**src/hw/pmc_regs.svh**
```systemverilog
// register offsets, field positions and reset values of the clock controller
`ifndef PMC_REGS_SVH
`define PMC_REGS_SVH

`define PMC_A_SYS0      8'h00
`define PMC_A_SYS1      8'h01
`define PMC_A_ODC       8'h02
`define PMC_A_PLL       8'h03
`define PMC_A_PM2       8'h04
`define PMC_A_PROT      8'h05
`define PMC_A_STAT      8'h06

// sys_clock_ctrl_0 fields (clock output select in bits 1:0)
`define PMC_B_CO_LO     0
`define PMC_B_CO_HI     1
`define PMC_B_WAIT_PSTP 2
`define PMC_B_SUB_ON    4
`define PMC_B_MAIN_OFF  5
`define PMC_B_DIV8      6
`define PMC_B_SUB_SEL   7

// sys_clock_ctrl_1 fields
`define PMC_B_STOP      0
`define PMC_B_PLL_SEL   1
`define PMC_B_DRV_HI    5
`define PMC_B_DIV_LO    6
`define PMC_B_DIV_HI    7

// osc_detect_ctrl fields
`define PMC_B_DET_EN    0
`define PMC_B_RING_SEL  1
`define PMC_B_DET_FLAG  2
`define PMC_B_MAIN_STP  3
`define PMC_B_ACT_SEL   7

// pll_control_reg, processor_mode_reg_2, protect_reg fields
`define PMC_B_PLL_RUN   7
`define PMC_B_LOCK      1
`define PMC_B_PRC_CLK   0
`define PMC_B_PRC_MODE  1

// writable bits and bits frozen by the clock-change lock
`define PMC_M_SYS0      8'hF7
`define PMC_M_SYS1      8'hE3
`define PMC_M_ODC       8'h87
`define PMC_M_PLL       8'h87
`define PMC_M_PM2       8'h02
`define PMC_M_PROT      8'h03
`define PMC_L_SYS0      8'hA4
`define PMC_L_SYS1      8'h03
`define PMC_L_ODC       8'h01
`define PMC_L_PLL       8'hFF

// reset values
`define PMC_R_SYS0      8'h40
`define PMC_R_SYS1      8'h20
`define PMC_R_ODC       8'h00
`define PMC_R_PLL       8'h00
`define PMC_R_PM2       8'h00
`define PMC_R_PROT      8'h00

`endif
```
**src/hw/pmc_pkg.sv**
```systemverilog
// types shared by the clock and power-mode controller
package pmc_pkg;
    typedef enum logic [2:0] {
        PMC_HIGH, PMC_MEDIUM, PMC_LOW, PMC_LOWPWR,
        PMC_PLL, PMC_RING, PMC_RINGLP, PMC_STOP
    } pmc_mode_t;
    typedef enum logic [1:0] {
        PMC_SRC_MAIN, PMC_SRC_SUB, PMC_SRC_RING, PMC_SRC_PLL
    } pmc_src_t;
    typedef enum logic [1:0] {
        PMC_CO_OFF, PMC_CO_FC, PMC_CO_F8, PMC_CO_F32
    } pmc_clock_output_pin_t;
endpackage

```
**src/hw/pmc_ctrl.sv**
```systemverilog
// clock and power-mode controller: modes, stop, lock, oscillator watch
//
// Our own choices: strobed register access and the register offsets.
`timescale 1ns/10ps
`include "pmc_regs.svh"
module pmc_ctrl (
    input  wire logic                 clk,
    input  wire logic                 reset,
    input  wire logic [7:0]           addr,
    input  wire logic [7:0]           wdata,
    input  wire logic                 wr,
    input  wire logic                 rd,
    output logic      [7:0]           rdata,
    input  wire logic                 nmi_n,
    input  wire logic [4:0]           wake_req,
    input  wire logic                 main_osc_input,
    input  wire logic                 sub_osc_alive,
    input  wire logic                 subclock_raw,
    input  wire logic                 main_osc_freq_ok,
    input  wire logic                 ext_bus_mode,
    input  wire logic [19:0]          bus_addr_in,
    input  wire logic [15:0]          bus_data_in,
    input  wire logic [3:0]           chip_selects_in,
    input  wire logic                 upper_byte_enable_in,
    input  wire logic [6:0]           bus_strobe_in,
    input  wire logic [7:0]           io_port_in,
    output logic [19:0]               bus_addr_out,
    output logic [15:0]               bus_data_out,
    output logic [3:0]                chip_selects,
    output logic                      upper_byte_enable,
    output logic [6:0]                bus_strobe_out,
    output logic [7:0]                io_port_out,
    output logic                      clock_output_pin,
    output logic                      main_osc_run,
    output logic                      sub_osc_run,
    output logic                      ring_osc_run,
    output logic                      pll_run,
    output logic                      main_osc_drive_high,
    output logic [2:0]                pll_mult,
    output pmc_pkg::pmc_src_t         cpu_src,
    output logic [4:0]                cpu_div,
    output logic                      cpu_tick,
    output logic                      periph_on_ring,
    output logic                      periph_clk_stop_in_wait,
    output pmc_pkg::pmc_mode_t        mode,
    output logic                      stop_mode,
    output logic                      osc_stop_irq,
    output logic                      osc_stop_reset
);
    import pmc_pkg::*;

    logic [7:0] sys0_r, sys1_r, odc_r, pll_r, pm2_r, prot_r;
    logic [7:0] sys0_nxt, sys1_nxt, odc_nxt, pll_nxt;
    logic [7:0] rdata_r;
    logic       nmi_m_r, nmi_s_r, nmi_d_r;
    logic       main_m_r, main_s_r, main_d_r;
    logic       sub_m_r, sub_s_r;
    logic       fc_m_r, fc_s_r;
    logic [3:0] tick_cnt_r;
    logic [4:0] pclk_cnt_r;
    logic       tick_r, irq_r, rst_req_r;
    logic       mrun_r, srun_r, rrun_r, prun_r, pring_r;
    pmc_mode_t  mode_r;
    pmc_src_t   src_r;
    logic [4:0] div_r;

    // bits of a new value replace the old one where the mask is set
    function automatic logic [7:0] merge(input logic [7:0] old_v,
                                         input logic [7:0] new_v,
                                         input logic [7:0] mask);
        merge = (old_v & ~mask) | (new_v & mask);
    endfunction

    // cpu clock source from the selection bits
    function automatic pmc_src_t src_of(input logic [7:0] s0,
                                        input logic [7:0] s1,
                                        input logic [7:0] od,
                                        input logic [7:0] pl);
        if (s0[`PMC_B_SUB_SEL])
            src_of = PMC_SRC_SUB;
        else if (od[`PMC_B_RING_SEL])
            src_of = PMC_SRC_RING;
        else if (pl[`PMC_B_PLL_RUN] & s1[`PMC_B_PLL_SEL])
            src_of = PMC_SRC_PLL;
        else
            src_of = PMC_SRC_MAIN;
    endfunction

    // cpu clock division ratio
    function automatic logic [4:0] div_of(input logic [7:0] s0,
                                          input logic [7:0] s1);
        if (s0[`PMC_B_DIV8])
            div_of = 5'h08;
        else begin
            unique case ({s1[`PMC_B_DIV_HI], s1[`PMC_B_DIV_LO]})
                2'b00: div_of = 5'h01;
                2'b01: div_of = 5'h02;
                2'b10: div_of = 5'h04;
                2'b11: div_of = 5'h10;
            endcase
        end
    endfunction

    // operating mode named by the clock bits
    function automatic pmc_mode_t mode_of(input logic [7:0] s0,
                                          input logic [7:0] s1,
                                          input logic [7:0] od,
                                          input logic [7:0] pl);
        pmc_src_t s;
        s = src_of(s0, s1, od, pl);
        if (s1[`PMC_B_STOP])
            mode_of = PMC_STOP;
        else if (s == PMC_SRC_SUB)
            mode_of = s0[`PMC_B_MAIN_OFF] ? PMC_LOWPWR : PMC_LOW;
        else if (s == PMC_SRC_RING)
            mode_of = s0[`PMC_B_MAIN_OFF] ? PMC_RINGLP : PMC_RING;
        else if (s == PMC_SRC_PLL)
            mode_of = PMC_PLL;
        else if (div_of(s0, s1) == 5'h01)
            mode_of = PMC_HIGH;
        else
            mode_of = PMC_MEDIUM;
    endfunction

    // pll mode is reached from high speed only and leaves toward it only
    function automatic logic move_ok(input pmc_mode_t cur,
                                     input pmc_mode_t nxt);
        move_ok = 1'b1;
        if (cur == PMC_PLL && nxt != PMC_PLL && nxt != PMC_HIGH)
            move_ok = 1'b0;
        if (nxt == PMC_PLL && cur != PMC_PLL && cur != PMC_HIGH)
            move_ok = 1'b0;
    endfunction

    // register bus decode; clock registers need their protect bit
    wire hit_sys0 = addr == `PMC_A_SYS0;
    wire hit_sys1 = addr == `PMC_A_SYS1;
    wire hit_odc  = addr == `PMC_A_ODC;
    wire hit_pll  = addr == `PMC_A_PLL;
    wire hit_pm2  = addr == `PMC_A_PM2;
    wire hit_prot = addr == `PMC_A_PROT;
    wire hit_stat = addr == `PMC_A_STAT;
    wire clk_wen  = wr & prot_r[`PMC_B_PRC_CLK];
    wire wr_sys0  = clk_wen & hit_sys0;
    wire wr_sys1  = clk_wen & hit_sys1;
    wire wr_odc   = clk_wen & hit_odc;
    wire wr_pll   = clk_wen & hit_pll;
    wire wr_pm2   = wr & hit_pm2 & prot_r[`PMC_B_PRC_MODE];
    wire wr_prot  = wr & hit_prot;

    // write masks with the clock-change lock applied
    wire       locked = pm2_r[`PMC_B_LOCK];
    wire [7:0] m_sys0 = `PMC_M_SYS0 & ~(locked ? `PMC_L_SYS0 : 8'h00);
    wire [7:0] m_sys1 = `PMC_M_SYS1 & ~(locked ? `PMC_L_SYS1 : 8'h00);
    wire [7:0] m_odc  = `PMC_M_ODC & ~(locked ? `PMC_L_ODC : 8'h00);
    wire [7:0] m_pll  = `PMC_M_PLL & ~(locked ? `PMC_L_PLL : 8'h00);

    // wake from stop: nmi falling edge or any set wake_req bit
    wire nmi_fall = nmi_d_r & ~nmi_s_r;
    wire wake     = sys1_r[`PMC_B_STOP] & (nmi_fall | (|wake_req));

    // main oscillator stop and restart detection
    wire det_on   = odc_r[`PMC_B_DET_EN] & main_osc_freq_ok
                    & ~sys1_r[`PMC_B_STOP];
    wire det_stop = det_on & main_d_r & ~main_s_r;
    wire det_rest = det_on & ~main_d_r & main_s_r;
    wire det_fire = det_stop | det_rest;
    wire act_irq  = odc_r[`PMC_B_ACT_SEL];
    wire sub_ok   = sys0_r[`PMC_B_SUB_ON] & sub_s_r;

    // next values of the clock registers
    always_comb begin
        sys0_nxt = sys0_r;
        sys1_nxt = sys1_r;
        odc_nxt  = odc_r;
        pll_nxt  = pll_r;
        if (wr_sys0)
            sys0_nxt = merge(sys0_r, wdata, m_sys0);
        if (wr_sys1)
            sys1_nxt = merge(sys1_r, wdata, m_sys1);
        if (wr_odc)
            odc_nxt = merge(odc_r, wdata, m_odc);
        if (wr_odc && !wdata[`PMC_B_DET_FLAG])
            odc_nxt[`PMC_B_DET_FLAG] = 1'b0;
        if (wr_pll)
            pll_nxt = merge(pll_r, wdata, m_pll);
        if (sys0_nxt[`PMC_B_SUB_SEL] && !sys0_r[`PMC_B_SUB_SEL] && !sub_ok)
            sys0_nxt[`PMC_B_SUB_SEL] = 1'b0;
        if (!move_ok(mode_of(sys0_r, sys1_r, odc_r, pll_r),
                     mode_of(sys0_nxt, sys1_nxt, odc_nxt, pll_nxt))) begin
            sys0_nxt = sys0_r;
            sys1_nxt = sys1_r;
            odc_nxt  = odc_r;
            pll_nxt  = pll_r;
        end
        if (wr_sys0 && wdata[`PMC_B_MAIN_OFF] && sys0_nxt[`PMC_B_MAIN_OFF])
            sys0_nxt[`PMC_B_DIV8] = 1'b1;
        if (sys1_nxt[`PMC_B_STOP] && !sys1_r[`PMC_B_STOP]) begin
            sys0_nxt[`PMC_B_DIV8] = 1'b1;
            sys1_nxt[`PMC_B_DRV_HI] = 1'b1;
        end
        if (wake)
            sys1_nxt[`PMC_B_STOP] = 1'b0;
        if (det_fire && act_irq) begin
            odc_nxt[`PMC_B_DET_FLAG] = 1'b1;
            odc_nxt[`PMC_B_MAIN_STP] = det_stop;
            if (det_stop && src_r == PMC_SRC_MAIN)
                odc_nxt[`PMC_B_RING_SEL] = 1'b1;
        end
    end

    // clock registers
    always_ff @(posedge clk) begin
        if (reset) begin
            sys0_r <= `PMC_R_SYS0;
            sys1_r <= `PMC_R_SYS1;
            odc_r  <= `PMC_R_ODC;
            pll_r  <= `PMC_R_PLL;
        end else begin
            sys0_r <= sys0_nxt;
            sys1_r <= sys1_nxt;
            odc_r  <= odc_nxt;
            pll_r  <= pll_nxt;
        end
    end

    // lock and protect registers
    always_ff @(posedge clk) begin
        if (reset) begin
            pm2_r  <= `PMC_R_PM2;
            prot_r <= `PMC_R_PROT;
        end else begin
            if (wr_pm2)
                pm2_r <= wdata & `PMC_M_PM2;
            if (wr_prot)
                prot_r <= wdata & `PMC_M_PROT;
        end
    end

    // read data valid only in the cycle after the strobe
    wire [7:0] stat_v = {3'h0, sub_s_r, main_s_r, 3'(mode_r)};
    wire [7:0] rd_mux = hit_sys0 ? sys0_r :
                        hit_sys1 ? sys1_r :
                        hit_odc  ? odc_r  :
                        hit_pll  ? pll_r  :
                        hit_pm2  ? pm2_r  :
                        hit_prot ? prot_r :
                        hit_stat ? stat_v : 8'h00;
    always_ff @(posedge clk) begin
        if (reset)
            rdata_r <= 8'h00;
        else
            rdata_r <= rd ? rd_mux : 8'h00;
    end

    // two-stage synchronisers for pin-side levels
    always_ff @(posedge clk) begin
        if (reset) begin
            {nmi_m_r, nmi_s_r, nmi_d_r}    <= 3'h7;
            {main_m_r, main_s_r, main_d_r} <= 3'h0;
            {sub_m_r, sub_s_r, fc_m_r, fc_s_r} <= 4'h0;
        end else begin
            {nmi_m_r, nmi_s_r, nmi_d_r}    <= {nmi_n, nmi_m_r, nmi_s_r};
            {main_m_r, main_s_r, main_d_r} <= {main_osc_input, main_m_r,
                                               main_s_r};
            {sub_m_r, sub_s_r} <= {sub_osc_alive, sub_m_r};
            {fc_m_r, fc_s_r}   <= {subclock_raw, fc_m_r};
        end
    end

    // detector response: held reset request or one-cycle interrupt
    always_ff @(posedge clk) begin
        if (reset) begin
            rst_req_r <= 1'b0;
            irq_r     <= 1'b0;
        end else begin
            if (det_fire && !act_irq)
                rst_req_r <= 1'b1;
            irq_r <= det_fire & act_irq
                     & ~odc_r[`PMC_B_DET_FLAG];
        end
    end

    // oscillator enables, all off while stopped, and clock selection
    wire stp_n = ~sys1_nxt[`PMC_B_STOP];
    always_ff @(posedge clk) begin
        if (reset) begin
            mrun_r  <= 1'b0;
            srun_r  <= 1'b0;
            rrun_r  <= 1'b0;
            prun_r  <= 1'b0;
            pring_r <= 1'b0;
            src_r   <= PMC_SRC_MAIN;
            div_r   <= 5'h08;
            mode_r  <= PMC_MEDIUM;
        end else begin
            mrun_r  <= stp_n & ~sys0_nxt[`PMC_B_MAIN_OFF];
            srun_r  <= stp_n & sys0_nxt[`PMC_B_SUB_ON];
            pring_r <= odc_nxt[`PMC_B_RING_SEL]
                       | odc_nxt[`PMC_B_MAIN_STP];
            rrun_r  <= stp_n & (odc_nxt[`PMC_B_RING_SEL]
                       | odc_nxt[`PMC_B_MAIN_STP]);
            prun_r  <= stp_n & pll_nxt[`PMC_B_PLL_RUN];
            src_r   <= src_of(sys0_nxt, sys1_nxt, odc_nxt, pll_nxt);
            div_r   <= div_of(sys0_nxt, sys1_nxt);
            mode_r  <= mode_of(sys0_nxt, sys1_nxt, odc_nxt, pll_nxt);
        end
    end

    // cpu clock enable divider and peripheral clock counter
    wire [3:0] div_m1 = 4'(div_r - 5'h01);
    always_ff @(posedge clk) begin
        if (reset) begin
            tick_cnt_r <= 4'h0;
            tick_r     <= 1'b0;
            pclk_cnt_r <= 5'h00;
        end else if (sys1_r[`PMC_B_STOP]) begin
            tick_cnt_r <= 4'h0;
            tick_r     <= 1'b0;
        end else begin
            tick_r     <= tick_cnt_r >= div_m1;
            tick_cnt_r <= (tick_cnt_r >= div_m1) ? 4'h0 : tick_cnt_r + 4'h1;
            pclk_cnt_r <= pclk_cnt_r + 5'h01;
        end
    end

    // clock output source and pin freezing in stop mode
    wire [1:0] co_sel = sys0_r[`PMC_B_CO_HI:`PMC_B_CO_LO];
    wire co_fc  = co_sel == 2'(PMC_CO_FC);
    wire co_val = co_fc ? fc_s_r :
                  co_sel == 2'(PMC_CO_F8)  ? pclk_cnt_r[2] :
                  co_sel == 2'(PMC_CO_F32) ? pclk_cnt_r[4] : 1'b0;
    wire [56:0] pin_src = {bus_addr_in, bus_data_in, chip_selects_in,
                           upper_byte_enable_in, io_port_in,
                           bus_strobe_in, co_val};
    wire [56:0] pin_hi  = {49'h0, {7{ext_bus_mode}}, co_fc};
    wire [56:0] pin_q;
    pmc_pin_hold #(.W(57)) u_pins (
        .clk      (clk),
        .reset    (reset),
        .freeze   (sys1_r[`PMC_B_STOP]),
        .force_hi (pin_hi),
        .pin_in   (pin_src),
        .pin_out  (pin_q)
    );

    // outputs
    assign bus_addr_out            = pin_q[56:37];
    assign bus_data_out            = pin_q[36:21];
    assign chip_selects            = pin_q[20:17];
    assign upper_byte_enable       = pin_q[16];
    assign io_port_out             = pin_q[15:8];
    assign bus_strobe_out          = pin_q[7:1];
    assign clock_output_pin        = pin_q[0];
    assign rdata                   = rdata_r;
    assign main_osc_run            = mrun_r;
    assign sub_osc_run             = srun_r;
    assign ring_osc_run            = rrun_r;
    assign pll_run                 = prun_r;
    assign main_osc_drive_high     = sys1_r[`PMC_B_DRV_HI];
    assign pll_mult                = pll_r[2:0];
    assign cpu_src                 = src_r;
    assign cpu_div                 = div_r;
    assign cpu_tick                = tick_r;
    assign periph_on_ring          = pring_r;
    assign periph_clk_stop_in_wait = sys0_r[`PMC_B_WAIT_PSTP];
    assign mode                    = mode_r;
    assign stop_mode               = sys1_r[`PMC_B_STOP];
    assign osc_stop_irq            = irq_r;
    assign osc_stop_reset          = rst_req_r;
endmodule

```
**src/hw/pmc_pin_hold.sv**
```systemverilog
// pin group that follows its source, freezes or drives high in stop mode
`timescale 1ns/10ps
module pmc_pin_hold #(
    parameter int W = 1
) (
    input  wire logic         clk,
    input  wire logic         reset,
    input  wire logic         freeze,
    input  wire logic [W-1:0] force_hi,
    input  wire logic [W-1:0] pin_in,
    output logic      [W-1:0] pin_out
);
    // frozen bits keep their level unless forced high
    always_ff @(posedge clk) begin
        if (reset) begin
            pin_out <= '0;
        end else if (freeze) begin
            pin_out <= pin_out | force_hi;
        end else begin
            pin_out <= pin_in;
        end
    end
endmodule

```
**config.mk**
```make
export PLATFORM = sky130hd
export DESIGN_NAME = pmc_ctrl
export DESIGN_NICKNAME = d
export VERILOG_FILES = /design/src/hw/pmc_pkg.sv /design/src/hw/pmc_ctrl.sv /design/src/hw/pmc_pin_hold.sv
export VERILOG_INCLUDE_DIRS = /design/src /design/src/hw
export SDC_FILE = /design/constraint.sdc
export NUM_CORES = 1
export LEC_CHECK = 0
export ABC_AREA = 0
export BUFFER_PORTS_ARGS = -buffer_cell sky130_fd_sc_hd__buf_2
export CAP_MARGIN = 5
export CELL_PAD_IN_SITES_DETAIL_PLACEMENT = 1
export CELL_PAD_IN_SITES_GLOBAL_PLACEMENT = 2
export CORE_MARGIN = 1
export CORE_UTILIZATION = 32
export DETAILED_ROUTE_END_ITERATION = 10
export HOLD_SLACK_MARGIN = 0.03
export PLACE_DENSITY_LB_ADDON = 0.1
export SYNTH_ARGS = -nofsm -noshare
export SYNTH_HDL_FRONTEND = slang
export SYNTH_SLANG_ARGS = --single-unit
```
**constraint.sdc**
```tcl
create_clock -name clk -period 8.5 [get_ports clk]
set_input_delay 0.425 -clock clk [delete_from_list [all_inputs] [get_ports clk]]
set_output_delay 0.425 -clock clk [all_outputs]
set_load 0.05 [all_outputs]
```
======== After elaboration in Yosys (flattened, before gate mapping) ========
Index checks and enable logic that the tools add are counted.
operators by class
  add/sub/neg operators ................... 3
  order comparisons ....................... 1
  eq/ne operators ......................... 34
  muxes and demuxes ....................... 82
  bitwise gates (word level) .............. 58
  reductions and logical operators ........ 38
operators by type and width
  operator                                                               number
  8-bit two-way mux                                                      12
  5-bit two-way mux                                                      19
  8-bit bitwise AND                                                      8
  5-bit one-hot mux with 4 select lines                                  3
  57-bit two-way mux                                                     1
  57-bit by 8-bit OR with 57-bit output                                  1
  8-bit inverter                                                         6
  3-bit two-way mux                                                      13
  8-bit OR                                                               4
  2-bit equality test, second input constant                             14
  2-bit two-way mux                                                      14
  1-bit bitwise AND                                                      26
  8-bit by 3-bit equality test with 1-bit output, second input constant  3
  1-bit two-way mux                                                      18
  8-bit by 2-bit equality test with 1-bit output, second input constant  2
  5-bit by 1-bit equality test with 1-bit output, second input constant  3
  2-bit by 1-bit equality test with 1-bit output, second input constant  7
  1-bit logical AND                                                      13
  2-bit AND reduction                                                    5
  3-bit nonzero test                                                     3
  8-bit by 1-bit equality test with 1-bit output, second input constant  1
  2-bit logical NOT                                                      4
  8-bit logical NOT                                                      1
  4-bit two-way mux                                                      2
  other kinds (15)                                                       33
storage, ports and cells
  flip-flop bits (word level) ............. 137
  bits of input ports ..................... 87
  output and inout port bits .............. 89
  logic and storage cells ................. 254

======== Logic depth before layout (Yosys ltp) ========
  depth in word-level cells ............... 44
  depth in mapped cells ................... 11
  mapped depth without buffers ............ 9

======== Hierarchy ========
Synthesis repeated with hierarchy kept, for this count alone.
second synthesis, totals
  cell total of the unflattened synthesis .. 597
  area total of the unflattened synthesis .. 5373.9 sq um
modules (own cells, without submodules)
  module        instances  cells each  area an instance (sq um)  seq. area each (sq um)
  pmc_ctrl      1          350         3188.1                    1361.3
  pmc_pin_hold  1          247         2185.8                    1141.1

======== Worst setup path before layout ========
Ideal clock, no wire load.
  kind .................................... input -> register
  from .................................... input port addr[2]
  to ...................................... register mode_r[1] (netlist: mode[1])
  setup time .............................. 0.120 ns
  arrival time ............................ 3.025 ns
  data required time ...................... 8.380 ns
  path slack .............................. 5.355 ns
  stages on the path ...................... 10
  path buffers ............................ 1
  path through ............................ buf_6 -> or4b_4 -> or4_4 -> a22oi_4 -> o2111ai_2 -> a2bb2oi_4 -> and3b_1 -> mux2i_2 -> inv_2 -> a211o_1
on the way
  word-level cells in the longest chain between the ends .. 31
  elaborated cells between the ends (all ways) .. 67
  those cells by class .................... eq/ne: 14; mux: 38; bitwise: 6; reduce/logical: 9
RTL lines
  what                                                           RTL line                         source
  start: declaration                                             pmc_ctrl.sv:9                    input wire logic [7:0] addr,
  8-bit by 1-bit equality test with 1-bit output (no line)       n/a
  1-bit bitwise AND                                              pmc_ctrl.sv:145                  wire wr_sys1 = clk_wen & hit_sys1;
  8-bit two-way mux                                              pmc_ctrl.sv:179                  if (wr_sys1)
  2-bit equality test, or another cell as far along              pmc_ctrl.sv:95                   unique case ({s1[`PMC_B_DIV_HI], s1[`PMC_B_DIV_LO]})
  5-bit one-hot mux with 4 select lines                          pmc_ctrl.sv:95
  5-bit two-way mux                                              pmc_ctrl.sv:92                   if (s0[`PMC_B_DIV8])
  5-bit two-way mux                                              pmc_ctrl.sv:117                  else if (s == PMC_SRC_PLL)
  5-bit two-way mux                                              pmc_ctrl.sv:115                  else if (s == PMC_SRC_RING)
  [15 not listed]                                                n/a
  2-bit two-way mux / 3-bit two-way mux (equally long branches)  pmc_ctrl.sv:83, pmc_ctrl.sv:204
  2-bit two-way mux                                              pmc_ctrl.sv:81                   else if (od[`PMC_B_RING_SEL])
  2-bit two-way mux                                              pmc_ctrl.sv:79                   if (s0[`PMC_B_SUB_SEL])
  2-bit two-way mux                                              pmc_ctrl.sv:287                  if (reset) begin
  2-bit equality test                                            pmc_ctrl.sv:115
  3-bit two-way mux                                              pmc_ctrl.sv:115
  3-bit two-way mux                                              pmc_ctrl.sv:113                  else if (s == PMC_SRC_SUB)
  3-bit two-way mux *                                            pmc_ctrl.sv:111                  if (s1[`PMC_B_STOP])
  end signal: assignment                                         pmc_ctrl.sv:306                  mode_r <= mode_of(sys0_nxt, sys1_nxt, odc_nxt, pll_nxt);
  end: declaration                                               pmc_ctrl.sv:63                   pmc_mode_t mode_r;
Every way passes the cells marked *; elsewhere a longest branch is shown, timed or not. The select of a mux whose other input is x is not followed.
A chain may end at the register's enable or synchronous reset.

======== Worst setup path in the final report ========
  from .................................... register prot_r[0]
  to ...................................... register mode_r[1] (netlist: mode[1])
on the way
  word-level cells in the longest chain between the ends .. 31
  elaborated cells between the ends (all ways) .. 64
  those cells by class .................... eq/ne: 11; mux: 38; bitwise: 7; reduce/logical: 8
RTL lines
  what                                                           RTL line                         source
  start: declaration                                             pmc_ctrl.sv:52                   logic [7:0] sys0_r, sys1_r, odc_r, pll_r, pm2_r, prot_r;
  start signal: assignment                                       pmc_ctrl.sv:231                  prot_r <= `PMC_R_PROT;
  start signal: assignment                                       pmc_ctrl.sv:236                  prot_r <= wdata & `PMC_M_PROT;
  1-bit bitwise AND *                                            pmc_ctrl.sv:143                  wire clk_wen = wr & prot_r[`PMC_B_PRC_CLK];
  1-bit bitwise AND                                              pmc_ctrl.sv:145
  8-bit two-way mux                                              pmc_ctrl.sv:179
  2-bit equality test, or another cell as far along              pmc_ctrl.sv:95
  5-bit one-hot mux with 4 select lines                          pmc_ctrl.sv:95
  5-bit two-way mux                                              pmc_ctrl.sv:92
  5-bit two-way mux                                              pmc_ctrl.sv:117
  5-bit two-way mux                                              pmc_ctrl.sv:115
  [15 not listed]                                                n/a
  2-bit two-way mux / 3-bit two-way mux (equally long branches)  pmc_ctrl.sv:83, pmc_ctrl.sv:204
  2-bit two-way mux                                              pmc_ctrl.sv:81
  2-bit two-way mux                                              pmc_ctrl.sv:79
  2-bit two-way mux                                              pmc_ctrl.sv:287
  2-bit equality test                                            pmc_ctrl.sv:115
  3-bit two-way mux                                              pmc_ctrl.sv:115
  3-bit two-way mux                                              pmc_ctrl.sv:113
  3-bit two-way mux *                                            pmc_ctrl.sv:111
Marks and branches as above.

==> out/qor.yml <==
cts-root-buf: "clkbuf_16"
cts_buffers: 17
hp-class: "in2reg"
p_clk_frac: 0.462
netlist_instances: 519
final_area_sq_um: 6680
synth.area.top_cells: "dfxtp_1, mux2i_1, nor2_1"
worst_r2r_endpoint: "mode[1]$_SDFF_PP0_"
power_density_nw_per_um2: 208
total_power_w: 0.00139
hold_end: "nmi_m_r$_SDFF_PP1_"
grt_setup_unrepaired: "false"
status: "complete, no violations"
grt_max_degree: 71
pwr-share-seq: 0.443
vias_per_cell: 4.72
avgSynthCellArea_sq_um: 9.95
portBuffers: 174
post_cts_buffers: 0
cts_hold_buffers: 0
antenna_found_initial: 0
critPathCaptureType: "flip-flop"
ant_nets: 0
clk_latency_ps: 410
setup_tns_ps: 0
p_int_w: 0.00104
track_usage: 0.180
critPathMaxFanout: 17
synth_seq_area_share: 0.484
die_w_um: 129
whs_ps: 203
cpPeakStageDelay_ps: 530
worstHoldStart: "nmi_n"
synth_edf_count: 0
cts_buffer_depth: 2
clkTransAtPathRegs_ps: 60
syn_area_sq_um: 5170
hold_violations: 0
slew_viol_final: 0
start_util: 0.326
crit_slowest_cell: "or4b_1"
core.rowCount: 46
vdd_drop_max_uv: 110
layout.nets: 772
yosys_warnings: 0
fin_crit_sh: 0.437
drcViolationCount: 0
syn_nets: 613
cp.arrival_ps: 4000
vias: 4271
htreeDepth: 4
totalWireLength_um: 14300
switchingPower_w: 0.000348
finalCriticalPeriod_ps: 3710
numClockSinks: 125
synth_cell_type_count: 62
io_pins: 176
synthArstFlopShare: 0
hpwl_um: 10400
reg2reg_slack_ps: 4790
drv_cap: 0
setup.worst_path.class: "reg2reg"
worstPathRequired_ps: 8790
critical-path-top-delay-family: "simple AND/OR/NAND/NOR gates"
whs_path_depth: 2
path_cells: "or4b_1 > nor3_1 > mux2i_1 > o2111ai_2 > a2bb2oi_4 > and3b_1 > mux2i_2 > inv_2 > a211o_1"
switching_share: 0.250
area_growth_pct: 29.2
grt_pass1_vias: 4393
setup_viol: 0
p_leak_nw: 2.96
worst_setup_path_start_kind: "flip-flop"
dpl_cell_area_sq_um: 6150
overflow: 0
tightest_slew_ps: 1070
ys.flop_type: "dfxtp_1"
yosys.area.top_type: "dfxtp_1"
slew_headroom: 0.289
gp_congestion: 0.741
drive_gt1_frac: 0.334
worstReg2RegStart: "prot_r[0]$_SDFFE_PP0P_"
diodes: 0
max_freq_mhz: 269
comb_power_share: 0.095
r2r_cells: 9
drt-initial-drc-count: 146
fin_ws_ps: 4790
cts_resized: 0
grt_pass1_wl_um: 22800
fin_worst_skew_ps: 7.26
ys_ff_latch: 125
synth_top_cell_area_share: 0.484
drt_first_pass_iters: 4
core_area_sq_um: 15800
pre_cts_slack_ps: 4490
cts_tree: "built"
die_h_um: 129
wl_per_cell_um: 15.8
critical_path_buf_inv_count: 1
dieArea_sq_um: 16700
[metrics by stage]
step / std cells / utilization
floorplan: 519 / -
global placement: 875 / 0.388
detailed placement: 875 / 0.388
CTS: 905 / 0.422
global route: 905 / 0.422
finish: 905 / 0.422
[routing by layer]
metal  track usage  share of wire  wire length (um)
met3        0.0784          0.073              1040
met2         0.287           0.47              6740
met5             0              0                 0
met4        0.0623          0.014               205
met1         0.215           0.44              6330
[area by class of cell]
type                            instances  area, sq um
Inverter                                9         33.8
Tap cell                              216          270
Sequential cell                       125         2510
Clock buffer                           23          488
Multi-Input combinational cell        349         2450
Fill cell                            1875         9150
Clock inverter                          7         40.0
Timing Repair Buffer                  176          888
[state kept, by name (all words and copies together), names as in the netlist, 2 cells and up, named ones only]
| signal | count |
|---|---|
| cpu_div | 4 |
| cpu_src | 2 |
| mode | 3 |
| odc_r | 4 |
| pclk_cnt_r | 5 |
| prot_r | 2 |
| rdata | 8 |
| sys0_r | 6 |
| sys1_r | 5 |
| tick_cnt_r | 4 |
| u_pins.pin_out | 57 |
[synth_stat cells, types with 7 or more instances]
cell        n
dfxtp_1   125
nor2_1    104
mux2i_1    76
clkbuf_1   24
nor2b_1    14
nor3_1     14
a21oi_1    12
nand2_1    12
inv_1       8
nand3_1     8
o22ai_1     8
ha_1        7
[worst max path at each step]
stage,cells past startpoint,start,end
floorplan,10,addr[2],mode[1]$_SDFF_PP0_
global placement,10,addr[0],mode[0]$_SDFF_PP1_
detailed placement,10,addr[0],mode[1]$_SDFF_PP0_
CTS,9,prot_r[0]$_SDFFE_PP0P_,mode[1]$_SDFF_PP0_
global route,9,prot_r[0]$_SDFFE_PP0P_,mode[1]$_SDFF_PP0_
finish,9,prot_r[0]$_SDFFE_PP0P_,mode[1]$_SDFF_PP0_
[cell families (layout without fill, tap and decap cells)]
kind of cell	count (synthesis)	after routing	synth area share
and+or+nand+nor	201	201	0.196
xor gates and xnor gates	9	9	0.0153
buffers and inverters	45	215	0.0417
muxes	83	83	0.172
adders and majority gates	7	7	0.0170
DFF	125	125	0.484
AOI/OAI and AO/OA	49	49	0.0731
[power by group through the flow]
| stage | clock network, W | registers (W) | logic (W) |
|---|---|---|---|
| after global placement | 0 | 0.000627 | 0.000131 |
| after CTS | 0.000664 | 0.000616 | 0.000134 |
| after detailed placement | 0 | 0.000628 | 0.000134 |
| after floorplan | 0 | 0.000678 | 0.0000370 |
| final | 0.000643 | 0.000616 | 0.000132 |
| after global routing | 0.000694 | 0.000618 | 0.000143 |
[placed cells by master (no fill, tap or decap), types with 4 or more instances in the layout]
cell type  count
clkinv_2       5
nand2b_1       5
nand3_1        8
a21oi_1       12
buf_2        173
mux2i_1       76
nand2_1       12
ha_1           7
xnor2_1        5
nor3_1        14
inv_1          8
o22ai_1        8
xor2_1         4
clkbuf_8       4
and2_1         4
nor2b_1       14
nor2_1       104
dfxtp_1      124
a31oi_1        4
a211oi_1       4
clkbuf_16     17
nor3b_1        5
Power figures use the tool's default switching activity.
